==> src/rtl/ufw_pkg.sv <==
// constants and state types for the upstream forwarding window control
// assumes a 32-bit Avalon-MM register port with byte addresses
package ufw_pkg;

  // =====================================================
  // register map
  localparam int unsigned UFW_ADDR_W = 8;
  localparam logic [7:0] UFW_CTRL_OFS = 8'h68;
  localparam logic [7:0] UFW_STAT_OFS = 8'h6C;
  localparam logic [31:0] UFW_RDATA_ZERO = 32'h0000_0000;

  // =====================================================
  // control register fields
  localparam int unsigned UFW_PSIZE_LSB = 16;
  localparam int unsigned UFW_PSIZE_W = 4;
  localparam int unsigned UFW_COARSE_BIT = 20;
  localparam int unsigned UFW_EN64_BIT = 21;
  localparam int unsigned UFW_FIELD_LANE = 2;
  localparam int unsigned UFW_LANE_W = 8;
  localparam logic [3:0] UFW_PSIZE_RST = 4'h0;
  localparam logic UFW_COARSE_RST = 1'b0;
  localparam logic UFW_EN64_RST = 1'b0;

  // =====================================================
  // status register fields
  localparam int unsigned UFW_STAT_LOG2_LSB = 0;
  localparam int unsigned UFW_STAT_EN_BIT = 8;

  // =====================================================
  // page size decode
  localparam logic [3:0] UFW_PSIZE_OFF = 4'h0;
  localparam logic [3:0] UFW_COARSE_MAX = 4'h3;
  localparam logic [4:0] UFW_FINE_ADJ = 5'h07;
  localparam logic [4:0] UFW_COARSE_ADJ = 5'h16;
  localparam logic [31:0] UFW_ONE = 32'h0000_0001;

  typedef enum logic [0:0] {
    UFW_BUS_IDLE = 1'b0,
    UFW_BUS_ACK = 1'b1
  } ufw_bus_t;

  typedef struct packed {
    ufw_bus_t bus;
    logic [31:0] rdata;
    logic [3:0] psize;
    logic coarse;
    logic en64;
    logic fwd_valid;
    logic fwd;
    logic xlat;
  } ufw_state_t;

endpackage : ufw_pkg

==> src/rtl/ufw_window_decode.sv <==
// page size decode for the second upstream memory window
// assumes the page size and coarse bit come straight from registers
`timescale 1ns/10ps
`default_nettype none
module ufw_window_decode (
  input wire logic [3:0] page_size,
  input wire logic coarse,
  output logic win_en,
  output logic [4:0] size_log2,
  output logic [31:0] win_mask
);
  import ufw_pkg::*;

  // =====================================================
  // decode
  always_comb begin
    win_en = 1'b0;
    size_log2 = 5'h00;
    if (!coarse) begin
      if (page_size != UFW_PSIZE_OFF) begin
        win_en = 1'b1;
        size_log2 = {1'b0, page_size} + UFW_FINE_ADJ;
      end
    end else begin
      if (page_size != UFW_PSIZE_OFF && page_size <= UFW_COARSE_MAX) begin
        win_en = 1'b1;
        size_log2 = {1'b0, page_size} + UFW_COARSE_ADJ;
      end
    end
    win_mask = (UFW_ONE << size_log2) - UFW_ONE;
  end

endmodule : ufw_window_decode
`default_nettype wire

==> src/rtl/ufw_fwd_decide.sv <==
// upstream forwarding decision for one secondary-side transaction
// assumes range hit flags are produced by the base address logic
`timescale 1ns/10ps
`default_nettype none
module ufw_fwd_decide (
  input wire logic is64,
  input wire logic [31:0] addr_lo,
  input wire logic en64,
  input wire logic dn3_hit,
  input wire logic up3_hit,
  input wire logic win_en,
  input wire logic [31:0] win_mask,
  input wire logic [31:0] up2_base,
  output logic fwd,
  output logic xlat
);
  import ufw_pkg::*;

  // =====================================================
  // decision
  always_comb begin
    fwd = 1'b0;
    xlat = 1'b0;
    if (is64) begin
      if (en64) begin
        fwd = up3_hit;
      end else begin
        fwd = !dn3_hit;
      end
    end else begin
      fwd = win_en && ((addr_lo & ~win_mask) == (up2_base & ~win_mask));
      xlat = fwd;
    end
  end

endmodule : ufw_fwd_decide
`default_nettype wire

==> src/rtl/ufw_ctrl.sv <==
// memory forwarding control register, window decode and forward decision
// assumes Avalon-MM master holds requests until waitrequest is low
`timescale 1ns/10ps
`default_nettype none
// What this block does
// - fine mode: code zero disables window two; codes one up double from 256 bytes.
// - coarse mode: zero disables; one, two, three give 8M, 16M, 32M bytes.
// - coarse mode codes four and above disable window two.
// - 64-bit enable clear: forward 64-bit transactions outside downstream range three.
// - 64-bit enable set: forward only inside upstream range three, untranslated.
// - bits 26 to 22 read zero and ignore writes.
// - 64-bit enable is writable bit 21, reset to zero.
// - page size resets to zero, window two starts disabled.
module ufw_ctrl (
  input wire logic clk_sys,
  input wire logic arst_n,
  input wire logic [7:0] avs_address,
  input wire logic avs_read,
  input wire logic avs_write,
  input wire logic [31:0] avs_writedata,
  input wire logic [3:0] avs_byteenable,
  output logic [31:0] avs_readdata,
  output logic avs_waitrequest,
  input wire logic txn_valid,
  input wire logic txn_is64,
  input wire logic [31:0] txn_addr_lo,
  input wire logic txn_dn3_hit,
  input wire logic txn_up3_hit,
  input wire logic [31:0] up2_base,
  output logic fwd_valid,
  output logic fwd_upstream,
  output logic fwd_translate,
  output logic up2_win_en,
  output logic [31:0] up2_win_mask
);
  import ufw_pkg::*;

  ufw_state_t s_q;
  ufw_state_t s_d;
  logic win_en;
  logic [4:0] size_log2;
  logic [31:0] win_mask;
  logic fwd;
  logic xlat;

  function automatic logic [31:0] ctrl_word(input logic [3:0] psize, input logic coarse,
                                            input logic en64);
    logic [31:0] w;
    w = UFW_RDATA_ZERO;
    w[UFW_PSIZE_LSB +: UFW_PSIZE_W] = psize;
    w[UFW_COARSE_BIT] = coarse;
    w[UFW_EN64_BIT] = en64;
    return w;
  endfunction : ctrl_word

  // =====================================================
  // decode and decision
  ufw_window_decode u_win (
    .page_size(s_q.psize),
    .coarse(s_q.coarse),
    .win_en(win_en),
    .size_log2(size_log2),
    .win_mask(win_mask)
  );

  ufw_fwd_decide u_fwd (
    .is64(txn_is64),
    .addr_lo(txn_addr_lo),
    .en64(s_q.en64),
    .dn3_hit(txn_dn3_hit),
    .up3_hit(txn_up3_hit),
    .win_en(win_en),
    .win_mask(win_mask),
    .up2_base(up2_base),
    .fwd(fwd),
    .xlat(xlat)
  );

  // =====================================================
  // next state
  always_comb begin
    logic [31:0] stat;
    logic [7:0] lane;
    stat = UFW_RDATA_ZERO;
    stat[UFW_STAT_LOG2_LSB +: $bits(size_log2)] = size_log2;
    stat[UFW_STAT_EN_BIT] = win_en;
    lane = avs_writedata[UFW_FIELD_LANE*UFW_LANE_W +: UFW_LANE_W];
    s_d = s_q;
    s_d.fwd_valid = txn_valid;
    s_d.fwd = txn_valid && fwd;
    s_d.xlat = txn_valid && xlat;
    case (s_q.bus)
      UFW_BUS_IDLE: begin
        if (avs_read || avs_write) begin
          s_d.bus = UFW_BUS_ACK;
          if (avs_read) begin
            if (avs_address == UFW_CTRL_OFS) begin
              s_d.rdata = ctrl_word(s_q.psize, s_q.coarse, s_q.en64);
            end else if (avs_address == UFW_STAT_OFS) begin
              s_d.rdata = stat;
            end else begin
              s_d.rdata = UFW_RDATA_ZERO;
            end
          end
        end
      end
      UFW_BUS_ACK: begin
        s_d.bus = UFW_BUS_IDLE;
        if (avs_write && avs_address == UFW_CTRL_OFS && avs_byteenable[UFW_FIELD_LANE]) begin
          s_d.psize = lane[UFW_PSIZE_LSB-UFW_FIELD_LANE*UFW_LANE_W +: UFW_PSIZE_W];
          s_d.coarse = lane[UFW_COARSE_BIT-UFW_FIELD_LANE*UFW_LANE_W];
          s_d.en64 = lane[UFW_EN64_BIT-UFW_FIELD_LANE*UFW_LANE_W];
        end
      end
      default: begin
        s_d.bus = UFW_BUS_IDLE;
      end
    endcase
  end

  // =====================================================
  // state register
  always_ff @(posedge clk_sys or negedge arst_n) begin
    if (!arst_n) begin
      s_q.bus <= UFW_BUS_IDLE;
      s_q.rdata <= UFW_RDATA_ZERO;
      s_q.psize <= UFW_PSIZE_RST;
      s_q.coarse <= UFW_COARSE_RST;
      s_q.en64 <= UFW_EN64_RST;
      s_q.fwd_valid <= 1'b0;
      s_q.fwd <= 1'b0;
      s_q.xlat <= 1'b0;
    end else begin
      s_q <= s_d;
    end
  end

  // =====================================================
  // outputs
  assign avs_waitrequest = (avs_read || avs_write) && (s_q.bus == UFW_BUS_IDLE);
  assign avs_readdata = s_q.rdata;
  assign fwd_valid = s_q.fwd_valid;
  assign fwd_upstream = s_q.fwd;
  assign fwd_translate = s_q.xlat;
  assign up2_win_en = win_en;
  assign up2_win_mask = win_mask;

endmodule : ufw_ctrl
`default_nettype wire

==> config.mk <==
export PLATFORM = sky130hd
export DESIGN_NAME = ufw_ctrl
export DESIGN_NICKNAME = d
export VERILOG_FILES = /design/src/rtl/ufw_pkg.sv /design/src/rtl/ufw_window_decode.sv /design/src/rtl/ufw_fwd_decide.sv /design/src/rtl/ufw_ctrl.sv
export SDC_FILE = /design/constraint.sdc
export NUM_CORES = 1
export LEC_CHECK = 0
export BUFFER_PORTS_ARGS = -buffer_cell sky130_fd_sc_hd__buf_4
export CORE_AREA = 3 3 98 100
export CTS_CLUSTER_DIAMETER = 50
export CTS_CLUSTER_SIZE = 12
export DETAILED_ROUTE_END_ITERATION = 12
export DIE_AREA = 0 0 101 103
export GPL_ROUTABILITY_DRIVEN = 1
export PLACE_DENSITY = 0.66
export RECOVER_POWER = 50
export SKIP_LAST_GASP = 1
export SLEW_MARGIN = 10
export SYNTH_ARGS = -nofsm -noshare
export SYNTH_HDL_FRONTEND = slang
export SYNTH_HIERARCHICAL = 1
export SYNTH_SLANG_ARGS = --single-unit
==> constraint.sdc <==
create_clock -name clk_sys -period 6.7 [get_ports clk_sys]
set_input_delay 1.005 -clock clk_sys [delete_from_list [all_inputs] [get_ports clk_sys]]
set_output_delay 1.005 -clock clk_sys [all_outputs]
set_load 0.01 [all_outputs]
==> flow_metrics.env, run 1 <==
export IMPL_clk_pin_slew_ps=70
export IMPL_wl_per_cell_um=14.2
export IMPL_irDropWorstVdd_v=0.0000599
export IMPL_cts_sinks=22
export IMPL_clk_latency_ps=250
export IMPL_numCtsBuffers=3
export IMPL_setup_tns_ps=0
export IMPL_drc=0
export IMPL_cts_tree="done"
export IMPL_routabilityCongestion=0.851
export IMPL_fin_crit_ps=5280
export IMPL_slew_violations=0
export IMPL_final_setup_viol_count=0
export IMPL_async_reset_ff_share_pct=100
export IMPL_cts_resized=0
export IMPL_synth_main_ff_cell="dfrtp_1"
export IMPL_post_cts_buffers=0
export IMPL_top_usage_layer="met2"
export IMPL_synth_distinct_cells=63
export IMPL_min_period_over_period_pct=78.8
export IMPL_clk_path_buf_depth=2
export IMPL_worst_setup_path_type="reg2out"
export IMPL_antenna_cells=0
export IMPL_p_per_area_nw_per_um2=101
export IMPL_grt_pass1_wl_um=12200
export IMPL_endpoint_kind="primary output"
export IMPL_antenna_found_initial=0
export IMPL_arrival_ps=4270
export IMPL_p_total_uw=349
export IMPL_slowest_stage="dfrtp_1"
export IMPL_syn_inst=328
export IMPL_fin_skew_ps=1.17
export IMPL_slowest_delay_ps=740
export IMPL_p_leak_uw=0.00162
export IMPL_cts_root_buffer="clkbuf_8"
export IMPL_rsz0062_at_grt="no"
export IMPL_grt_use_met2_pct=23.5
export IMPL_netlist_area_um2=2610
export IMPL_yosys_warnings=6
export IMPL_io_buffers=134
export IMPL_use_met3_pct=1.89
export IMPL_ys_seq_area_share_pct=21.1
export IMPL_finalNetCount=561
export IMPL_worstMarginPinSlew_ps=1150
export IMPL_avgSynthCellArea_um2=7.96
export IMPL_grt_max_degree=23
export IMPL_hold_path_class="reg2reg"
export IMPL_core_area_um2=8760
export IMPL_hold_viol_final=0
export IMPL_cp_start_kind="register"
export IMPL_crit_required_ps=5690
export IMPL_vias=2668
export IMPL_crit_path_start="s_q[7]$_DFFE_PN0P_"
export IMPL_num_rows=34
export IMPL_grt_use_met1_pct=19.9
export IMPL_ys_top_cells_by_area="dfrtp_1 (21%), xnor2_1 (12%), buf_4 (9.5%)"
export IMPL_reg2reg_from="s_q[7]$_DFFE_PN0P_"
export IMPL_synth_edf_count=0
export IMPL_dieArea_um2=10400
export IMPL_io_pin_count=185
export IMPL_ant_nets=0
export IMPL_grt_pass1_vias=2524
export IMPL_drt_total_wl_um=7780
export IMPL_status="completed"
export IMPL_hp_start="avs_readdata[4]$_DFFE_PN0P_"
export IMPL_overflow=0
export IMPL_cp_cell_sequence="inv_1, ha_1, a21bo_2, o21ai_1, a21oi_1, a2bb2oi_1, o21ai_0, nand2_1, ha_1, nand4_4, nor4_4, and2_4, mux2i_1, buf_4"
export IMPL_grt_total_usage_pct=14.0
export IMPL_maxCapViolations=0
export IMPL_yosysTopAreaCell="dfrtp_1"
export IMPL_die_w_um=101
export IMPL_initial_core_util_pct=29.8
export IMPL_fmax_mhz=190
export IMPL_drive_above_1_share_pct=33.6
export IMPL_synth_ff_latch_count=22
export IMPL_first_pass_iters=4
export IMPL_drtIter0Drc=164
export IMPL_viasPerCell=4.87
export IMPL_cp_common_cell="ha_1"
export IMPL_area_growth_pct=32.7
export IMPL_dp_hpwl_um=6470
export IMPL_synth_top_cell_area_share_pct=21.1
export IMPL_die_height_um=103
export IMPL_postCtsHoldBufs=0
export IMPL_worst_path_max_fanout=19
export IMPL_h_tree_depth=1
export IMPL_relSlewSlack_pct=23.4
## path summary, 6_finish.rpt
path                            slack (ps)  cells after the start                           to
worst max-delay path                  1420                     14             up2_win_mask[30]
worst min-delay path                   480                      2  avs_readdata[4]$_DFFE_PN0P_
worst max register to register        1790                     18       fwd_upstream$_DFF_PN0_
worst min register to register         480                      2  avs_readdata[4]$_DFFE_PN0P_
max in group asynchronous             5060                      1           s_q[7]$_DFFE_PN0P_
min in group asynchronous              960                      1  avs_readdata[8]$_DFFE_PN0P_
## where the power goes
| group | total [uW] | switching, uW | internal [uW] |
|---|---|---|---|
| registers | 137 | 2.87 | 134 |
| clock network | 77.7 | 37.8 | 39.9 |
| logic | 134 | 61.6 | 72.2 |
## synth_stat cells, types with 2 or more instances
cell type	number
nand3_1	4
nand2b_1	3
nor3_4	2
clkbuf_1	3
nor4b_1	2
nor2_1	22
nor3b_1	2
nor4_4	2
nor4_1	3
inv_1	15
nand4_1	3
buf_4	33
nor2b_1	6
and2_1	4
xnor2_1	36
o22a_1	2
and3_1	3
nand4_4	2
conb_1	2
o211ai_1	2
mux2i_1	3
a21boi_0	2
nand2_1	44
o21a_1	2
xor2_1	3
o21ai_1	2
buf_2	4
o22ai_1	18
o21ai_0	20
ha_1	3
dfrtp_1	22
buf_6	4
a21oi_1	13
mux2_2	6
nor3_1	2
a22o_1	2
## state kept, by name (all words and copies together), names as in the netlist
| signal | flops |
|---|---|
| fwd_valid | 1 |
| avs_readdata | 12 |
| fwd_upstream | 1 |
| fwd_translate | 1 |
| s_q | 7 |
## kinds of logic after synthesis
logic type                 share of synthesized area [%]
adders and majority gates                           1.44
xor gates and xnor gates                            13.1
buffers and inverters                               14.8
DFF                                                 21.1
and+or+nand+nor                                     25.3
AOI/OAI and AO/OA                                   20.3
other                                              0.287
muxes                                               3.74
## through the flow
stage | area, um^2 | util [%] | hold WS (ps) | worst slack, ps | cells
3_5_place_dp | 3500 | 40.0 | 472 | 1810 | 545
4_1_cts | 3550 | 40.5 | 489 | 1500 | 548
3_3_place_gp | 3500 | 40.0 | 463 | 1870 | 545
5_1_grt | 3470 | 39.6 | 523 | 1100 | 548
2_1_floorplan | 2680 | - | 451 | 2420 | 347
6_report | 3470 | 39.6 | 480 | 1420 | 548
## cell usage in the layout, fill, tap and decap left out, drive strengths merged, types with 2 or more instances in the layout
cell and n:
a21boi 3, a21oi 13, a22o 2, and2 5
and3 3, and4bb 2, buf 116, clkbuf 22
conb 21, dfrtp 22, ha 3, inv 16
mux2 6, mux2i 3, nand2 44, nand2b 3
nand3 4, nand4 5, nor2 23, nor2b 6
nor3 5, nor3b 2, nor4 6, nor4b 2
o211ai 3, o21a 2, o21ai 22, o22a 2
o22ai 18, o31ai 2, xnor2 36, xor2 3
## critical path, delay by kind of cell (launching register included)
family	cells	cell delay, ps
flip-flops	1	740
adder cells (fa/ha/maj)	2	620
multiplexers	1	290
buffers and inverters	2	350
AND/OR/NAND/NOR	4	1050
AO/OA/AOI/OAI	5	960
## routing by layer
metal / wire length (um) / up-vias
met5: 0 / -
met4: 13 / 0
met3: 736 / 2
met2: 3810 / 122
met1: 3220 / 1234
li1: - / 1310
## layout make-up
type / instances / area (um^2)
Timing Repair Buffer: 135 / 950
Multi-Input combinational cell: 264 / 1730
Fill cell: 923 / 5300
Clock buffer: 3 / 41.3
Tap cell: 108 / 135
Sequential cell: 22 / 551
Inverter: 16 / 60.1
Power figures use the tool's default switching activity.
==> run 2, diff against run 1 <==
Clock period 6.7 ns to 4.95 ns, I/O delays scaled along.
==> flow_metrics.env, run 2 (synthesis results as in run 1) <==
export IMPL_maxCapViolations=0
export IMPL_slowest_delay_ps=480
export IMPL_crit_required_ps=4210
export IMPL_cts_sinks=22
export IMPL_grt_use_met2_pct=24.1
export IMPL_cp_start_kind="register"
export IMPL_setup_tns_ps=0
export IMPL_dieArea_um2=10400
export IMPL_place_area_um2=3530
export IMPL_initial_core_util_pct=29.8
export IMPL_ant_nets=0
export IMPL_worst_setup_path_type="reg2out"
export IMPL_worstMarginPinSlew_ps=1160
export IMPL_hp_start="avs_readdata[4]$_DFFE_PN0P_"
export IMPL_clk_path_buf_depth=2
export IMPL_antenna_cells=0
export IMPL_p_per_area_nw_per_um2=140
export IMPL_viasPerCell=4.92
export IMPL_cts_tree="done"
export IMPL_grt_pass1_wl_um=11600
export IMPL_finalInstanceArea_um2=3510
export IMPL_path_delay_family="compound AO/OA/AOI/OAI gates"
export IMPL_routabilityCongestion=0.857
export IMPL_antenna_found_initial=0
export IMPL_wl_per_cell_um=14.0
export IMPL_status="completed"
export IMPL_cp_common_cell="ha_1"
export IMPL_drive_above_1_share_pct=34.2
export IMPL_area_growth_pct=34.2
export IMPL_cp_num_cells=14
export IMPL_r2r_cells=18
export IMPL_worst_path_max_fanout=8
export IMPL_irDropWorstVdd_v=0.0000781
export IMPL_cts_root_buffer="clkbuf_8"
export IMPL_use_met3_pct=1.76
export IMPL_drc=0
export IMPL_fmax_mhz=220
export IMPL_clk_latency_ps=250
export IMPL_rsz0062_at_grt="no"
export IMPL_final_cells=553
export IMPL_relSlewSlack_pct=22.9
export IMPL_p_leak_uw=0.00164
export IMPL_utilization_pct=40.0
export IMPL_h_tree_depth=1
export IMPL_drtIter0Drc=163
export IMPL_r2r_end="fwd_upstream$_DFF_PN0_"
export IMPL_cp_num_buf_inv=2
export IMPL_post_cts_buffers=0
export IMPL_slowest_stage="o21ai_0"
export IMPL_grt_max_degree=23
export IMPL_final_cell_mix="buf_4 (120), nand2_1 (44), xnor2_1 (36), nor2_1 (22), dfrtp_1 (22)"
export IMPL_grt_use_met1_pct=17.9
export IMPL_reg2reg_from="s_q[7]$_DFFE_PN0P_"
export IMPL_worstSetupEndpoint="up2_win_mask[28]"
export IMPL_hold_path_class="reg2reg"
export IMPL_core_area_um2=8760
export IMPL_arrival_ps=3800
export IMPL_fin_skew_ps=2.09
export IMPL_num_rows=34
export IMPL_vias=2722
export IMPL_r2r_setup_slack_ps=560
export IMPL_dpl_cell_count=549
export IMPL_numCtsBuffers=3
export IMPL_fin_crit_ps=4540
export IMPL_first_pass_iters=5
export IMPL_drt_total_wl_um=7770
export IMPL_overflow=0
export IMPL_die_w_um=101
export IMPL_clk_pin_slew_ps=70
export IMPL_final_setup_viol_count=0
export IMPL_dp_hpwl_um=6520
export IMPL_hold_viol_final=0
export IMPL_final_common_cell="buf_4"
export IMPL_cts_resized=0
export IMPL_die_height_um=103
export IMPL_slew_violations=0
export IMPL_crit_path_start="s_q[7]$_DFFE_PN0P_"
export IMPL_finalNetCount=565
export IMPL_top_usage_layer="met2"
export IMPL_grt_pass1_vias=2519
export IMPL_min_period_over_period_pct=91.7
export IMPL_postCtsHoldBufs=0
export IMPL_cp_cell_sequence="inv_1, ha_1, a21bo_2, o21ai_1, a21oi_1, a2bb2oi_1, o21ai_0, nand2_1, ha_1, nand4_4, nor4_4, and2_4, xor2_1, buf_4"
export IMPL_io_buffers=134
export IMPL_largest_register_ffs=12
export IMPL_io_pin_count=185
export IMPL_endpoint_kind="primary output"
export IMPL_grt_total_usage_pct=13.5
run 2: final cells by class:
class	instances	area, um^2
Timing Repair Buffer	139	976
Multi-Input combinational cell	264	1730
Tap cell	108	135
Sequential cell	22	551
Inverter	16	60.1
Clock buffer	4	55.1
Fill cell	921	5260
run 2: stage by stage:
step	setup slack [ps]	total power, uW	hold slack, ps
6_report	409	492	479
5_1_grt	40.2	521	516
3_5_place_dp	634	374	472
2_1_floorplan	930	292	447
4_1_cts	454	499	368
3_3_place_gp	646	372	463
run 2: tightest hold or removal path, cell delays in order, from the launching register on:
cell and delay [ps]:
dfrtp_1 350, nand2_1 40, o21ai_0 60
run 2: power breakdown:
group / internal, uW / leakage [uW] / total [uW] / switching, uW
Clock: 70.7 / 0.0000288 / 124 / 53.5
Sequential: 182 / 0.000302 / 184 / 1.81
Combinational: 98.1 / 0.00131 / 184 / 85.7
run 2: worst min-delay path by stage:
stage | depth (start not counted) | end
3_5_place_dp | 2 | avs_readdata[20]$_DFFE_PN0P_
3_3_place_gp | 1 | s_q[41]$_DFF_PN0_
6_report | 2 | avs_readdata[4]$_DFFE_PN0P_
5_1_grt | 2 | avs_readdata[0]$_DFFE_PN0P_
4_1_cts | 1 | s_q[41]$_DFF_PN0_
2_1_floorplan | 0 | avs_readdata[0]$_DFFE_PN0P_
run 2: metal layers:
layer / vias up / part of all wire (%)
met5: - / 0
met4: 0 / 0.33
met3: 4 / 8.6
met2: 128 / 49
met1: 1266 / 42
li1: 1324 / -
==> run 3, diff against run 2 <==
Clock period 4.95 ns to 4.25 ns, I/O delays scaled along.
==> flow_metrics.env, run 3 (synthesis results as in run 1) <==
export IMPL_cp_cell_sequence="inv_1, ha_2, a21bo_2, o21ai_1, a21oi_1, a2bb2oi_1, o21ai_1, nand2_1, ha_1, nand4_4, nor4_4, and2_4, mux2i_1, buf_4"
export IMPL_slowest_stage="dfrtp_1"
export IMPL_ant_nets=0
export IMPL_cts_sinks=22
export IMPL_area_growth_pct=36.6
export IMPL_final_cell_mix="buf_4 (123), nand2_1 (44), xnor2_1 (36), nor2_1 (22), dfrtp_1 (22)"
export IMPL_drive_above_1_share_pct=35.4
export IMPL_vias=2709
export IMPL_die_height_um=103
export IMPL_cts_root_buffer="clkbuf_8"
export IMPL_slew_violations=0
export IMPL_cts_resized=0
export IMPL_initial_core_util_pct=29.8
export IMPL_numCtsBuffers=3
export IMPL_grt_pass1_wl_um=11800
export IMPL_irDropWorstVdd_v=0.000107
export IMPL_dp_hpwl_um=6520
export IMPL_hold_path_class="reg2reg"
export IMPL_worst_path_max_fanout=7
export IMPL_hold_viol_final=0
export IMPL_cp_common_cell="o21ai_1"
export IMPL_drt_total_wl_um=7700
export IMPL_final_setup_viol_count=0
export IMPL_grt_total_usage_pct=13.6
export IMPL_post_place_ws_ps=199
export IMPL_setup_slack_ps=249
export IMPL_rsz0062_at_grt="no"
export IMPL_h_tree_depth=1
export IMPL_cts_tree="done"
export IMPL_p_total_uw=619
export IMPL_status="completed"
export IMPL_io_buffers=134
export IMPL_routabilityCongestion=0.851
export IMPL_num_rows=34
export IMPL_fmax_mhz=250
export IMPL_post_cts_buffers=0
export IMPL_dieArea_um2=10400
export IMPL_grt_max_degree=23
export IMPL_grt_pass1_vias=2520
export IMPL_core_area_um2=8760
export IMPL_postCtsHoldBufs=0
export IMPL_worst_setup_path_type="reg2out"
export IMPL_overflow=0
export IMPL_min_period_over_period_pct=94.1
export IMPL_dpl_cell_count=553
export IMPL_first_pass_iters=4
export IMPL_p_leak_uw=0.00167
export IMPL_final_common_cell="buf_4"
export IMPL_maxCapViolations=0
export IMPL_setup_tns_ps=0
export IMPL_antenna_found_initial=0
export IMPL_arrival_ps=3360
export IMPL_drtIter0Drc=145
export IMPL_p_per_area_nw_per_um2=173
export IMPL_drc=0
export IMPL_viasPerCell=4.86
export IMPL_slowest_delay_ps=380
export IMPL_fin_skew_ps=10.0
export IMPL_clk_latency_ps=260
export IMPL_utilization_pct=40.7
export IMPL_fin_crit_ps=4000
export IMPL_io_pin_count=185
export IMPL_worstMarginPinSlew_ps=1130
export IMPL_die_w_um=101
export IMPL_crit_required_ps=3610
export IMPL_largest_register_ffs=12
export IMPL_antenna_cells=0
export IMPL_finalNetCount=569
export IMPL_relSlewSlack_pct=24.3
export IMPL_clk_path_buf_depth=2
export IMPL_cp_start_kind="register"
export IMPL_clk_pin_slew_ps=80
export IMPL_endpoint_kind="primary output"
export IMPL_final_cells=557
export IMPL_wl_per_cell_um=13.8
run 3: cell count changes in the layout (fill, tap and decap cells not counted):
cell	previous run	this run
buf_4	120	123
bufinv_16	0	1
clkbuf_4	1	2
clkbuf_8	4	3
ha_1	3	2
ha_2	0	1
nor4_1	3	2
nor4_2	1	2
o21ai_0	20	19
o21ai_1	2	3
xor2_1	3	2
xor2_2	0	1
run 3: power breakdown:
part,internal (uW),total [uW],switching [uW]
clock,126,188,62.3
sequential,212,214,2.22
combinational,116,217,100
total,454,619,165
run 3: cell type report:
class	instances	area [um^2]
clock buffers	3	41.3
clock inverters	1	30.0
fillers	901	5190
inverters	16	60.1
multi-input cells	264	1750
flip-flops and latches	22	551
well taps	108	135
repair buffers	143	1010
run 3: through the flow:
step	hold WS (ps)	area (um^2)
finish	478	3570
global route	519	3570
CTS	258	3640
detailed placement	472	3560
global placement	462	3560
floorplan	342	2680
run 3: worst max-delay path, delay by kind of cell, from the launching register on:
| family | cells | cell delay (ps) |
|---|---|---|
| buf+inv | 2 | 260 |
| simple gates | 4 | 940 |
| compound gates | 5 | 740 |
| flops | 1 | 380 |
| mux | 1 | 270 |
| fa+ha+maj | 2 | 510 |
run 3: path summary, 6_finish.rpt:
path / from / end / slack, ps / depth (start not counted)
min in group asynchronous: arst_n / avs_readdata[21]$_DFFE_PN0P_ / 580 / 1
min reg2reg: avs_readdata[4]$_DFFE_PN0P_ / avs_readdata[4]$_DFFE_PN0P_ / 480 / 2
max: s_q[7]$_DFFE_PN0P_ / up2_win_mask[30] / 250 / 14
min: avs_readdata[4]$_DFFE_PN0P_ / avs_readdata[4]$_DFFE_PN0P_ / 480 / 2
max in group asynchronous: arst_n / s_q[3]$_DFFE_PN0P_ / 2990 / 1
max reg2reg: s_q[7]$_DFFE_PN0P_ / fwd_upstream$_DFF_PN0_ / 400 / 18
run 3: metal layers:
layer | track usage (%) | share of wire, %
met1 | 18.5 | 43
met2 | 23.7 | 48
met3 | 1.96 | 8.6
met4 | 1.53 | 0.52
met5 | 0 | 0
